$ cat src/pqs_pkg.sv
// Constants for the P/Q/S general-purpose pin block
// Function
// - Pin input registers read pins, ignore writes
// - Data read: output bit if output, else pin; code selects by the direction bit alone, ignoring PWM and fault overrides
// - Direction 0 input, 1 output
// - Port P direction covers six pins
// - Enabled PWM channel forces its pin output
// - Disabled PWM channel returns control to direction
// - Port Q direction covers seven pins
// - Enabled fault/status function forces pin input
// - Q pins feed fault and status inputs
// - Reduced-drive bit selects one-third drive strength
// - Reduced drive ignored on input pins
// - Pull-enable bit switches input pull device
// - Pull enable ignored on output pins
// - Polarity 0 pull-up, 1 pull-down
// - Polarity only matters for pulled inputs
// - Q and S pins reset as high-impedance inputs
// - SPI owns S pins 7..4, top priority
// - Second serial interface owns S pins 3,2
// - First serial interface owns S pins 1,0
// - P pins reset as high-impedance inputs
package pqs_pkg;
	localparam int P_WIDTH = 6;
	localparam int Q_WIDTH = 7;
	localparam int S_WIDTH = 8;
	localparam int ADDR_W = 8;
	localparam int DATA_W = 32;
	localparam int SYNC_STAGES = 3;

	localparam logic [ADDR_W-1:0] P_DATA_OFF = 8'h00;
	localparam logic [ADDR_W-1:0] P_PIN_INPUT_OFF = 8'h04;
	localparam logic [ADDR_W-1:0] P_DIRECTION_OFF = 8'h08;
	localparam logic [ADDR_W-1:0] P_DRIVE_STRENGTH_OFF = 8'h0c;
	localparam logic [ADDR_W-1:0] P_PULL_ENABLE_OFF = 8'h10;
	localparam logic [ADDR_W-1:0] P_PULL_POLARITY_OFF = 8'h14;
	localparam logic [ADDR_W-1:0] Q_DATA_OFF = 8'h20;
	localparam logic [ADDR_W-1:0] Q_PIN_INPUT_OFF = 8'h24;
	localparam logic [ADDR_W-1:0] Q_DIRECTION_OFF = 8'h28;
	localparam logic [ADDR_W-1:0] Q_DRIVE_STRENGTH_OFF = 8'h2c;
	localparam logic [ADDR_W-1:0] Q_PULL_ENABLE_OFF = 8'h30;
	localparam logic [ADDR_W-1:0] Q_PULL_POLARITY_OFF = 8'h34;
	localparam logic [ADDR_W-1:0] S_DATA_OFF = 8'h40;
	localparam logic [ADDR_W-1:0] S_PIN_INPUT_OFF = 8'h44;
	localparam logic [ADDR_W-1:0] S_DIRECTION_OFF = 8'h48;

	// Everything resets to zero: inputs, no pulls, full drive
	localparam logic [7:0] REG_RESET = 8'h00;

	// Port S pin positions
	localparam int S_SPI_LO = 4;
	localparam int S_B_TX = 3;
	localparam int S_B_RX = 2;
	localparam int S_A_TX = 1;
	localparam int S_A_RX = 0;
endpackage : pqs_pkg

$ cat src/pqs_pin_sync.sv
// Three-stage pin synchroniser with agreement filter
`timescale 1ns/1ps
`default_nettype none
module pqs_pin_sync #(
	parameter int WIDTH = 8
) (
	input wire logic clk,
	input wire logic rst_n,
	input wire logic [WIDTH-1:0] pin_in,
	output logic [WIDTH-1:0] level
);
	genvar i;
	generate
		for (i = 0; i < WIDTH; i++) begin : g_bit
			logic s1;
			logic s2;
			logic s3;
			// First stage is read only by the second
			always_ff @(posedge clk or negedge rst_n) begin
				if (!rst_n) begin
					s1 <= 1'b0;
					s2 <= 1'b0;
					s3 <= 1'b0;
				end else begin
					s1 <= pin_in[i];
					s2 <= s1;
					s3 <= s2;
				end
			end
			// A change counts only once stages two and three agree
			always_ff @(posedge clk or negedge rst_n) begin
				if (!rst_n) begin
					level[i] <= 1'b0;
				end else if (s2 == s3) begin
					level[i] <= s3;
				end
			end
		end
	endgenerate
endmodule : pqs_pin_sync
`default_nettype wire

$ cat src/pqs_gpio.sv
// General-purpose pin block for ports P, Q and S with peripheral override
`timescale 1ns/1ps
`default_nettype none
module pqs_gpio #(
	parameter int PW = pqs_pkg::P_WIDTH,
	parameter int QW = pqs_pkg::Q_WIDTH,
	parameter int SW = pqs_pkg::S_WIDTH
) (
	input wire logic clk,
	input wire logic rst_n,
	input wire logic psel,
	input wire logic penable,
	input wire logic pwrite,
	input wire logic [pqs_pkg::ADDR_W-1:0] paddr,
	input wire logic [pqs_pkg::DATA_W-1:0] pwdata,
	output logic [pqs_pkg::DATA_W-1:0] prdata,
	output logic pready,
	output logic pslverr,
	input wire logic [PW-1:0] pwm_side_pins_in,
	output logic [PW-1:0] pwm_side_pins_out,
	output logic [PW-1:0] pwm_side_pins_oe,
	output logic [PW-1:0] pwm_pins_low_drive,
	output logic [PW-1:0] pwm_pins_pull_en,
	output logic [PW-1:0] pwm_pins_pull_sel,
	input wire logic [QW-1:0] fault_side_pins_in,
	output logic [QW-1:0] fault_side_pins_out,
	output logic [QW-1:0] fault_side_pins_oe,
	output logic [QW-1:0] fault_pins_low_drive,
	output logic [QW-1:0] fault_pins_pull_en,
	output logic [QW-1:0] fault_pins_pull_sel,
	input wire logic [SW-1:0] serial_side_pins_in,
	output logic [SW-1:0] serial_side_pins_out,
	output logic [SW-1:0] serial_side_pins_oe,
	input wire logic [PW-1:0] pwm_chan_en,
	input wire logic [PW-1:0] pwm_chan_out,
	input wire logic [QW-1:0] fault_fn_en,
	output logic [3:0] fault_inputs,
	output logic [2:0] current_status_inputs_n,
	input wire logic spi_en,
	input wire logic [3:0] spi_pin_out,
	input wire logic [3:0] spi_pin_oe,
	output logic [3:0] spi_pin_in,
	input wire logic serial_b_tx_en,
	input wire logic serial_b_rx_en,
	input wire logic serial_b_tx,
	output logic serial_b_rx,
	input wire logic serial_a_tx_en,
	input wire logic serial_a_rx_en,
	input wire logic serial_a_tx,
	output logic serial_a_rx
);
	import pqs_pkg::*;

	logic [PW-1:0] p_data, p_dir, p_drv, p_pe, p_ps, p_pin;
	logic [QW-1:0] q_data, q_dir, q_drv, q_pe, q_ps, q_pin;
	logic [SW-1:0] s_data, s_dir, s_pin;
	logic setup_rd;
	logic wr_take;
	logic [DATA_W-1:0] next_rdata;
	logic next_err;
	logic [PW-1:0] next_p_oe;
	logic [QW-1:0] next_q_oe;
	logic [SW-1:0] next_s_oe, next_s_out;

	function automatic logic hit(input logic [ADDR_W-1:0] a, input logic [ADDR_W-1:0] off);
		return a == off;
	endfunction : hit

	function automatic logic [DATA_W-1:0] zx(input logic [7:0] v);
		return {{(DATA_W-8){1'b0}}, v};
	endfunction : zx

	// Pins come from outside the clock domain
	pqs_pin_sync #(.WIDTH(PW)) u_sync_p (
		.clk(clk),
		.rst_n(rst_n),
		.pin_in(pwm_side_pins_in),
		.level(p_pin)
	);
	pqs_pin_sync #(.WIDTH(QW)) u_sync_q (
		.clk(clk),
		.rst_n(rst_n),
		.pin_in(fault_side_pins_in),
		.level(q_pin)
	);
	pqs_pin_sync #(.WIDTH(SW)) u_sync_s (
		.clk(clk),
		.rst_n(rst_n),
		.pin_in(serial_side_pins_in),
		.level(s_pin)
	);

	assign setup_rd = psel && !penable;
	// Writes land only at the edge where the master sees pready
	assign wr_take = psel && penable && pready && pwrite;

	// Read mux; data registers show the pin while its direction bit is 0
	always_comb begin
		next_rdata = '0;
		next_err = 1'b0;
		case (paddr)
			P_DATA_OFF: next_rdata = zx(8'((p_dir & p_data) | (~p_dir & p_pin)));
			P_PIN_INPUT_OFF: next_rdata = zx(8'(p_pin));
			P_DIRECTION_OFF: next_rdata = zx(8'(p_dir));
			P_DRIVE_STRENGTH_OFF: next_rdata = zx(8'(p_drv));
			P_PULL_ENABLE_OFF: next_rdata = zx(8'(p_pe));
			P_PULL_POLARITY_OFF: next_rdata = zx(8'(p_ps));
			Q_DATA_OFF: next_rdata = zx(8'((q_dir & q_data) | (~q_dir & q_pin)));
			Q_PIN_INPUT_OFF: next_rdata = zx(8'(q_pin));
			Q_DIRECTION_OFF: next_rdata = zx(8'(q_dir));
			Q_DRIVE_STRENGTH_OFF: next_rdata = zx(8'(q_drv));
			Q_PULL_ENABLE_OFF: next_rdata = zx(8'(q_pe));
			Q_PULL_POLARITY_OFF: next_rdata = zx(8'(q_ps));
			S_DATA_OFF: next_rdata = zx(8'((s_dir & s_data) | (~s_dir & s_pin)));
			S_PIN_INPUT_OFF: next_rdata = zx(8'(s_pin));
			S_DIRECTION_OFF: next_rdata = zx(8'(s_dir));
			default: next_err = 1'b1;
		endcase
	end

	// One wait-free access phase: answer is prepared during setup
	always_ff @(posedge clk or negedge rst_n) begin
		if (!rst_n) begin
			pready <= 1'b0;
			pslverr <= 1'b0;
			prdata <= '0;
		end else begin
			pready <= setup_rd;
			pslverr <= setup_rd && next_err;
			if (setup_rd && !pwrite) begin
				prdata <= next_rdata;
			end
		end
	end

	// Pin input offsets have no write branch, so writes there are dropped
	always_ff @(posedge clk or negedge rst_n) begin
		if (!rst_n) begin
			p_data <= PW'(REG_RESET);
			p_dir <= PW'(REG_RESET);
			p_drv <= PW'(REG_RESET);
			p_pe <= PW'(REG_RESET);
			p_ps <= PW'(REG_RESET);
		end else if (wr_take) begin
			// Upper write bits beyond the port width are dropped
			if (hit(paddr, P_DATA_OFF)) p_data <= pwdata[PW-1:0];
			if (hit(paddr, P_DIRECTION_OFF)) p_dir <= pwdata[PW-1:0];
			if (hit(paddr, P_DRIVE_STRENGTH_OFF)) p_drv <= pwdata[PW-1:0];
			if (hit(paddr, P_PULL_ENABLE_OFF)) p_pe <= pwdata[PW-1:0];
			if (hit(paddr, P_PULL_POLARITY_OFF)) p_ps <= pwdata[PW-1:0];
		end
	end

	always_ff @(posedge clk or negedge rst_n) begin
		if (!rst_n) begin
			q_data <= QW'(REG_RESET);
			q_dir <= QW'(REG_RESET);
			q_drv <= QW'(REG_RESET);
			q_pe <= QW'(REG_RESET);
			q_ps <= QW'(REG_RESET);
		end else if (wr_take) begin
			if (hit(paddr, Q_DATA_OFF)) q_data <= pwdata[QW-1:0];
			if (hit(paddr, Q_DIRECTION_OFF)) q_dir <= pwdata[QW-1:0];
			if (hit(paddr, Q_DRIVE_STRENGTH_OFF)) q_drv <= pwdata[QW-1:0];
			if (hit(paddr, Q_PULL_ENABLE_OFF)) q_pe <= pwdata[QW-1:0];
			if (hit(paddr, Q_PULL_POLARITY_OFF)) q_ps <= pwdata[QW-1:0];
		end
	end

	always_ff @(posedge clk or negedge rst_n) begin
		if (!rst_n) begin
			s_data <= SW'(REG_RESET);
			s_dir <= SW'(REG_RESET);
		end else if (wr_take) begin
			if (hit(paddr, S_DATA_OFF)) s_data <= pwdata[SW-1:0];
			if (hit(paddr, S_DIRECTION_OFF)) s_dir <= pwdata[SW-1:0];
		end
	end

	// Peripherals override direction; the register bits are left untouched
	assign next_p_oe = pwm_chan_en | p_dir;
	assign next_q_oe = q_dir & ~fault_fn_en;

	always_comb begin
		next_s_oe = s_dir;
		next_s_out = s_data;
		// Serial interfaces first, SPI last so that it wins
		if (serial_a_rx_en) next_s_oe[S_A_RX] = 1'b0;
		if (serial_a_tx_en) begin
			next_s_oe[S_A_TX] = 1'b1;
			next_s_out[S_A_TX] = serial_a_tx;
		end
		if (serial_b_rx_en) next_s_oe[S_B_RX] = 1'b0;
		if (serial_b_tx_en) begin
			next_s_oe[S_B_TX] = 1'b1;
			next_s_out[S_B_TX] = serial_b_tx;
		end
		if (spi_en) begin
			next_s_oe[SW-1:S_SPI_LO] = spi_pin_oe;
			next_s_out[SW-1:S_SPI_LO] = spi_pin_out;
		end
	end

	// Pad controls are registered so every output comes from a flop
	always_ff @(posedge clk or negedge rst_n) begin
		if (!rst_n) begin
			pwm_side_pins_out <= '0;
			pwm_side_pins_oe <= '0;
			pwm_pins_low_drive <= '0;
			pwm_pins_pull_en <= '0;
			pwm_pins_pull_sel <= '0;
		end else begin
			pwm_side_pins_out <= (pwm_chan_en & pwm_chan_out) | (~pwm_chan_en & p_data);
			pwm_side_pins_oe <= next_p_oe;
			pwm_pins_low_drive <= p_drv & next_p_oe;
			pwm_pins_pull_en <= p_pe & ~next_p_oe;
			pwm_pins_pull_sel <= p_ps & p_pe & ~next_p_oe;
		end
	end

	always_ff @(posedge clk or negedge rst_n) begin
		if (!rst_n) begin
			fault_side_pins_out <= '0;
			fault_side_pins_oe <= '0;
			fault_pins_low_drive <= '0;
			fault_pins_pull_en <= '0;
			fault_pins_pull_sel <= '0;
		end else begin
			fault_side_pins_out <= q_data;
			fault_side_pins_oe <= next_q_oe;
			fault_pins_low_drive <= q_drv & next_q_oe;
			fault_pins_pull_en <= q_pe & ~next_q_oe;
			fault_pins_pull_sel <= q_ps & q_pe & ~next_q_oe;
		end
	end

	always_ff @(posedge clk or negedge rst_n) begin
		if (!rst_n) begin
			serial_side_pins_out <= '0;
			serial_side_pins_oe <= '0;
		end else begin
			serial_side_pins_out <= next_s_out;
			serial_side_pins_oe <= next_s_oe;
		end
	end

	// Peripheral inputs straight from the filtered pin levels
	assign fault_inputs = q_pin[3:0];
	assign current_status_inputs_n = q_pin[6:4];
	assign spi_pin_in = s_pin[SW-1:S_SPI_LO];
	assign serial_b_rx = s_pin[S_B_RX];
	assign serial_a_rx = s_pin[S_A_RX];
endmodule : pqs_gpio
`default_nettype wire

$ cat config.mk
export PLATFORM = sky130hd
export DESIGN_NAME = pqs_gpio
export DESIGN_NICKNAME = d
export VERILOG_FILES = /design/src/pqs_pkg.sv /design/src/pqs_pin_sync.sv /design/src/pqs_gpio.sv
export SDC_FILE = /design/constraint.sdc
export NUM_CORES = 1
export LEC_CHECK = 0
export ABC_AREA = 1
export BUFFER_PORTS_ARGS = -buffer_cell sky130_fd_sc_hd__buf_2
export CAP_MARGIN = 20
export CORE_MARGIN = 2
export CORE_UTILIZATION = 55
export DETAILED_ROUTE_END_ITERATION = 10
export GPL_TIMING_DRIVEN = 0
export PLACE_DENSITY = 0.82
export SETUP_SLACK_MARGIN = 0.1
export SYNTH_ARGS = -nofsm -noshare
export SYNTH_HDL_FRONTEND = slang
export SYNTH_SLANG_ARGS = --single-unit
$ cat constraint.sdc
create_clock -name clk -period 3.3 [get_ports clk]
set_input_delay 0.165 -clock clk [delete_from_list [all_inputs] [get_ports clk]]
set_output_delay 0.165 -clock clk [all_outputs]
set_load 0.05 [all_outputs]
[Yosys cells after proc, flatten, opt, wreduce, memory -nomap -nowiden]
Cells that the tools add are included.
Operators by class
  multiplexer cells: 10
  equality and inequality tests: 35
  bitwise logic cells: 29
  reductions and logical operators: 22
Operator list (number)
  one-hot mux 8 bit (15 select lines): 1
  equality test 8 x 6 -> 1 bit (second input constant): 6
  bitwise AND 6 bit: 7
  bitwise AND 7 bit: 6
  equality test 8 x 7 -> 1 bit (second input constant): 3
  AND reduction 2 bit: 12
  equality test 1 bit: 21
  bitwise AND 8 bit: 2
  equality test 8 x 4 -> 1 bit (second input constant): 2
  equality test 8 x 5 -> 1 bit (second input constant): 2
  OR reduction 15 bit: 1
  NOT 7 bit: 2
  NOT 6 bit: 2
  OR 6 bit: 2
  bitwise AND 8 x 6 -> 8 bit: 1
  bitwise AND 8 x 7 -> 8 bit: 1
  equality test 8 x 3 -> 1 bit (second input constant): 1
  zero test 8 bit: 1
  2-to-1 mux 4 bit: 2
  NOT 6 -> 8 bit: 1
  NOT 7 -> 8 bit: 1
  NOT 8 bit: 1
  OR 6 x 8 -> 8 bit: 1
  OR 7 x 8 -> 8 bit: 1
  4 further kinds: 16
Storage, ports and cells
  output and inout port bits: 128
  bits of input ports: 100
  word-level logic and storage cells: 207
  flip-flop bits (word level): 280

[Longest topological paths before layout]
  word-level depth: 4
  mapped depth: 10
  gate-level depth less buffers: 10

[Modules after synthesis]
From an unflattened synthesis, not the netlist that was laid out.
Unflattened totals
  cell total of the unflattened synthesis: 1059
  area, all modules: 10153.5 sq um
By module, submodules not included
  pqs_gpio: cells an instance 891, area an instance 7709.9 sq um, instances 1, seq. area each 4304.1 sq um
  pqs_pin_sync at u_sync_s: cells an instance 64, area an instance 930.9 sq um, instances 1, seq. area each 800.8 sq um
  pqs_pin_sync at u_sync_q: cells an instance 56, area an instance 814.5 sq um, instances 1, seq. area each 700.7 sq um
  pqs_pin_sync at u_sync_p: cells an instance 48, area an instance 698.2 sq um, instances 1, seq. area each 600.6 sq um

[Worst setup path before layout]
No wires, ideal clock.
  path kind: reg2reg
  start: register pready
  end: register q_drv[4]
  clock period less this slack: 1.648 ns
  stages on the path, launching flop included: 8
  library setup time: 0.137 ns
  path buffers: 2
  data required time: 3.163 ns
  setup slack: 1.652 ns
  data arrival time: 1.512 ns
  path through: dfrtp_1 nand3_1 nor2_2 buf_4 nand2_1 buf_2 nand2_1 o21ai_0
Between the ends
  word-level cells in the longest chain between the ends: 3
Ends and longest elaborated chain
  start, declared: RTL line pqs_gpio.sv:17  | output logic pready,
  start signal, assigned: RTL line pqs_gpio.sv:128  | pready <= setup_rd;
  logical AND 1 bit (2 in series): RTL line pqs_gpio.sv:95  | assign wr_take = psel && penable && pready && pwrite;
  AND reduction 2 bit (no source line)
  end signal, assigned: RTL line pqs_gpio.sv:158  | q_drv <= QW'(REG_RESET);
  end signal, assigned: RTL line pqs_gpio.sv:164  | if (hit(paddr, Q_DRIVE_STRENGTH_OFF)) q_drv <= pwdata[QW-1:0];
  end, declared: RTL line pqs_gpio.sv:55  | logic [QW-1:0] q_data, q_dir, q_drv, q_pe, q_ps, q_pin;
Every way passes these cells.
A chain may end at the register's enable or synchronous reset.

[Worst setup path in the final report]
Ends and elaborated chain as after synthesis.

==> impl_metrics.json <==
{
  "post_detailed_placement_half_perimeter_wirelength_mm": 18.52,
  "synthesis_to_finish_area_growth_pct": 29.41,
  "num_antenna_cells": 0,
  "post_synth_inst_count": 1001,
  "avgSynthCellArea_um2": 10.08,
  "synth_top_family_by_area": "simple AND/OR/NAND/NOR gates",
  "timing.critical_path.from_type": "flip-flop",
  "timing.critical_path.buf_inv": 2,
  "p_int_w": 0.005259,
  "vdd_ir_drop_max_mv": 0.4615,
  "seq_area_um2": 6406,
  "num_io_pins": 228,
  "report.final.slew_viol_count": 0,
  "all_layer_gr_usage_pct": 28.80,
  "fp.dieH_um": 139.4,
  "clock_insertion_delay_at_the_later_pin_of_the_skew_report_ns": 0.52,
  "power.share.switching_pct": 24.02,
  "critPathMaxFanout": 10,
  "multi_input_area_um2": 2960,
  "hold_depth": 3,
  "synthXorXnorAreaFrac_pct": 0,
  "post_cts.repair.setup_buffers": 0,
  "finalNetCount": 1406,
  "max_slew_margin_pct": 42.88,
  "final_antenna_net_count": 0,
  "critical_path_cell_count": 7,
  "timing.reg2reg.worst_path_depth": 7,
  "unrepaired_setup_endpoints_after_global_routing": "false",
  "cpLargestDelayFamily": "simple AND/OR/NAND/NOR gates",
  "synth_area_um2": 10090,
  "setup_viol": 0,
  "clock_power_share_pct": 43.5,
  "drc": 0,
  "post-route-period-util_pct": 52.81,
  "synth-seq-cells": 256,
  "mean_routed_wirelength_per_cell_um": 17.89,
  "drt_pre_antenna_iters": 5,
  "worstPathArrival_ns": 2.10,
  "fp.coreArea_um2": 17960,
  "die_w_um": 139.4,
  "synth.yosys.warnings": 0,
  "place.gp.congestion": 0.9376,
  "htreeDepth": 1,
  "met2WireLength_mm": 13.31,
  "status": "finished clean",
  "fillers": 1239,
  "path_common_cell": "sky130_fd_sc_hd__nand2_1",
  "grt_ovf": 0,
  "hold_path_class": "in2reg",
  "cts_root_buf": "sky130_fd_sc_hd__clkbuf_16",
  "synth_compound_area_share_pct": 5.967,
  "yosysSeqAreaShare_pct": 63.52,
  "wl_met1_mm": 11.51,
  "wirelength_routed_mm": 27.81,
  "cts.sinks": 256,
  "maximum_number_of_pins_on_one_net_before_global_route_repair": 125,
  "wire_length_of_the_first_global_routing_pass_mm": 43.93,
  "timing.final.crit_period_ns": 1.743,
  "route.top_layer_used": "met4",
  "io_buffer_count": 179,
  "route.vias.total": 8175,
  "static-leakage-power_nw": 6.770,
  "muxShareOfSynthArea_pct": 1.116,
  "max_freq_ghz": 0.5738,
  "switching_power_w": 0.001663,
  "tritoncts_buffers": 26,
  "timing.critical_path.cells": "nand3_1, nor2_2, buf_4, nand2_1, buf_2, nand2_1, o21ai_0",
  "finalHoldViolations": 0,
  "initial_utilization_pct": 56.15,
  "end_kind": "flip-flop",
  "cts-root-to-sink-buffers": 3,
  "cts-resized-gates": 0,
  "tightestPinTransition_ns": 0.8568,
  "worst_setup_hold_path_clk_slew_ns": 0.06,
  "seq_power_share_pct": 47.5,
  "first_global_vias": 8196,
  "timing.clock.skew_ns": 0.01060,
  "synthSimpleGateAreaFrac_pct": 19.29,
  "drive_above_1_share_pct": 24.96,
  "fin_hold_ws_ns": 0.06681,
  "antenna_violations_before_repair": 0,
  "timing.setup.tns_ns": 0,
  "worst_path_cell_with_the_longest_stage_delay": "sky130_fd_sc_hd__dfrtp_1",
  "dieArea_um2": 19440,
  "drt-vias-per-instance": 5.257,
  "synth.lib_cells_used.distinct": 30,
  "power.density_nw_per_um2": 530.3,
  "crit_path_max_incr_delay_ns": 0.37,
  "initialDrtViolationCount": 710,
  "core.rowCount": 49,
  "post_cts_hold_buffer_count": 73,
  "cts_tree": "built",
  "drv.max_cap_violation_count": 0,
  "setup_cp_type": "reg2reg",
  "synth_fa_ha_area_share_pct": 2.084,
  "routed-wl-met3_mm": 2.229,
  "gate_power_share_pct": 8.9,
  "critPathRequiredTime_ns": 3.66
}
-- routing by layer --
layer  track usage, %  up-vias
met3            5.162       70
li1                 -     3744
met5                0        -
met1            39.80     3958
met4            8.400        0
met2            47.37      403
-- layout by cell type (no fill, tap or decap), drive strengths merged --
cell	n
nor3b	1
or2	2
nor3	7
mux2	10
nand2	247
clkinvlp	1
inv	94
nand3	85
maj3	21
dlygate4sd3	73
dfrtp	256
and3	1
bufinv	2
conb	24
buf	236
nand3b	1
a21oi	2
nor2	97
clkbuf	46
clkinv	6
a21boi	1
o21ai	113
-- logic make-up (layout without fill, tap and decap cells) --
kind of cell / count (synthesis) / count (layout)
AOI/OAI and AO/OA: 116 / 116
adders and majority gates: 21 / 21
buffers and inverters: 156 / 458
DFF: 256 / 256
muxes: 10 / 10
other: 1 / 24
and+or+nand+nor: 441 / 441
-- synth_stat cells --
cell type	n	area, µm²
sky130_fd_sc_hd__nand3_1	75	375.4
sky130_fd_sc_hd__a21boi_0	1	7.510
sky130_fd_sc_hd__and3_1	1	6.260
sky130_fd_sc_hd__maj3_1	21	210.2
sky130_fd_sc_hd__or2_2	2	12.51
sky130_fd_sc_hd__nand3b_1	1	7.510
sky130_fd_sc_hd__conb_1	1	3.750
sky130_fd_sc_hd__nand3_2	9	90.09
sky130_fd_sc_hd__o21ai_0	58	290.3
sky130_fd_sc_hd__buf_4	32	240.2
sky130_fd_sc_hd__nor2_4	9	101.4
sky130_fd_sc_hd__nand2_2	6	37.54
sky130_fd_sc_hd__a21oi_1	2	10.01
sky130_fd_sc_hd__buf_2	12	60.06
sky130_fd_sc_hd__nor3b_1	1	7.510
sky130_fd_sc_hd__nor3_1	7	35.03
sky130_fd_sc_hd__o21ai_1	50	250.2
sky130_fd_sc_hd__clkbuf_1	7	26.28
sky130_fd_sc_hd__mux2_2	10	112.6
sky130_fd_sc_hd__buf_6	11	123.9
sky130_fd_sc_hd__nand3_4	1	17.52
sky130_fd_sc_hd__nand2_4	1	11.26
sky130_fd_sc_hd__nand2_1	240	900.9
sky130_fd_sc_hd__dfrtp_1	256	6406
sky130_fd_sc_hd__o21ai_2	5	43.79
sky130_fd_sc_hd__inv_2	2	7.510
sky130_fd_sc_hd__nor2_1	83	311.6
sky130_fd_sc_hd__inv_1	91	341.6
sky130_fd_sc_hd__inv_4	1	6.260
sky130_fd_sc_hd__nor2_2	5	31.28
-- area by class of cell --
type / count / share of cell area, %
plain buffers: 62 / 3.451
inverters: 94 / 2.722
flip-flops and latches: 256 / 49.08
clock inverters: 9 / 0.7765
multi-input cells: 612 / 22.68
well taps: 229 / 2.195
repair buffers: 254 / 12.96
clock buffers: 39 / 6.135
-- final timing paths --
check | end | slack (ns) | startpoint
hold reg to reg | u_sync_q.g_bit[6].s2$_DFF_PN0_ | 0.35 | u_sync_q.g_bit[6].s1$_DFF_PN0_
hold / removal | q_ps[3]$_DFFE_PN0P_ | 0.07 | pwdata[3]
max in group asynchronous | p_pe[4]$_DFFE_PN0P_ | 2.32 | rst_n
min in group asynchronous | u_sync_s.g_bit[6].s2$_DFF_PN0_ | 0.10 | rst_n
setup reg to reg | q_drv[4]$_DFFE_PN0P_ | 1.56 | pready$_DFF_PN0_
setup / recovery | q_drv[4]$_DFFE_PN0P_ | 1.56 | pready$_DFF_PN0_
-- tightest hold or removal path, delay by kind of cell --
family	cells	cell delay [ns]
buffers and inverters	2	0.19
AOI/OAI and AO/OA	1	0.18
-- power groups by stage --
| stage | Combinational (W) | Clock [W] | Sequential, W |
|---|---|---|---|
| 4_1_cts | 0.000611 | 0.00304 | 0.00329 |
| 6_report | 0.000617 | 0.00301 | 0.00329 |
| 3_5_place_dp | 0.000542 | 0 | 0.00334 |
| 5_1_grt | 0.000661 | 0.00317 | 0.00330 |
| 3_3_place_gp | 0.000523 | 0 | 0.00334 |
| 2_1_floorplan | 0.000229 | 0 | 0.00343 |
-- stage by stage --
| stage | utilization [%] | cells | instance area (µm²) | setup slack [ns] | power [W] |
|---|---|---|---|---|---|
| final | 72.66 | 1555 | 13050 | 1.557 | 0.006922 |
| after global routing | 72.66 | 1555 | 13050 | 1.495 | 0.007132 |
| after CTS | 72.66 | 1555 | 13050 | 1.665 | 0.006941 |
| after detailed placement | 63.57 | 1434 | 11420 | 1.694 | 0.003886 |
| after global placement | 63.21 | 1432 | 11350 | -2.203 | 0.003863 |
| after floorplan | - | 1024 | 10170 | 1.652 | 0.003662 |
Power figures use the tool's default switching activity.
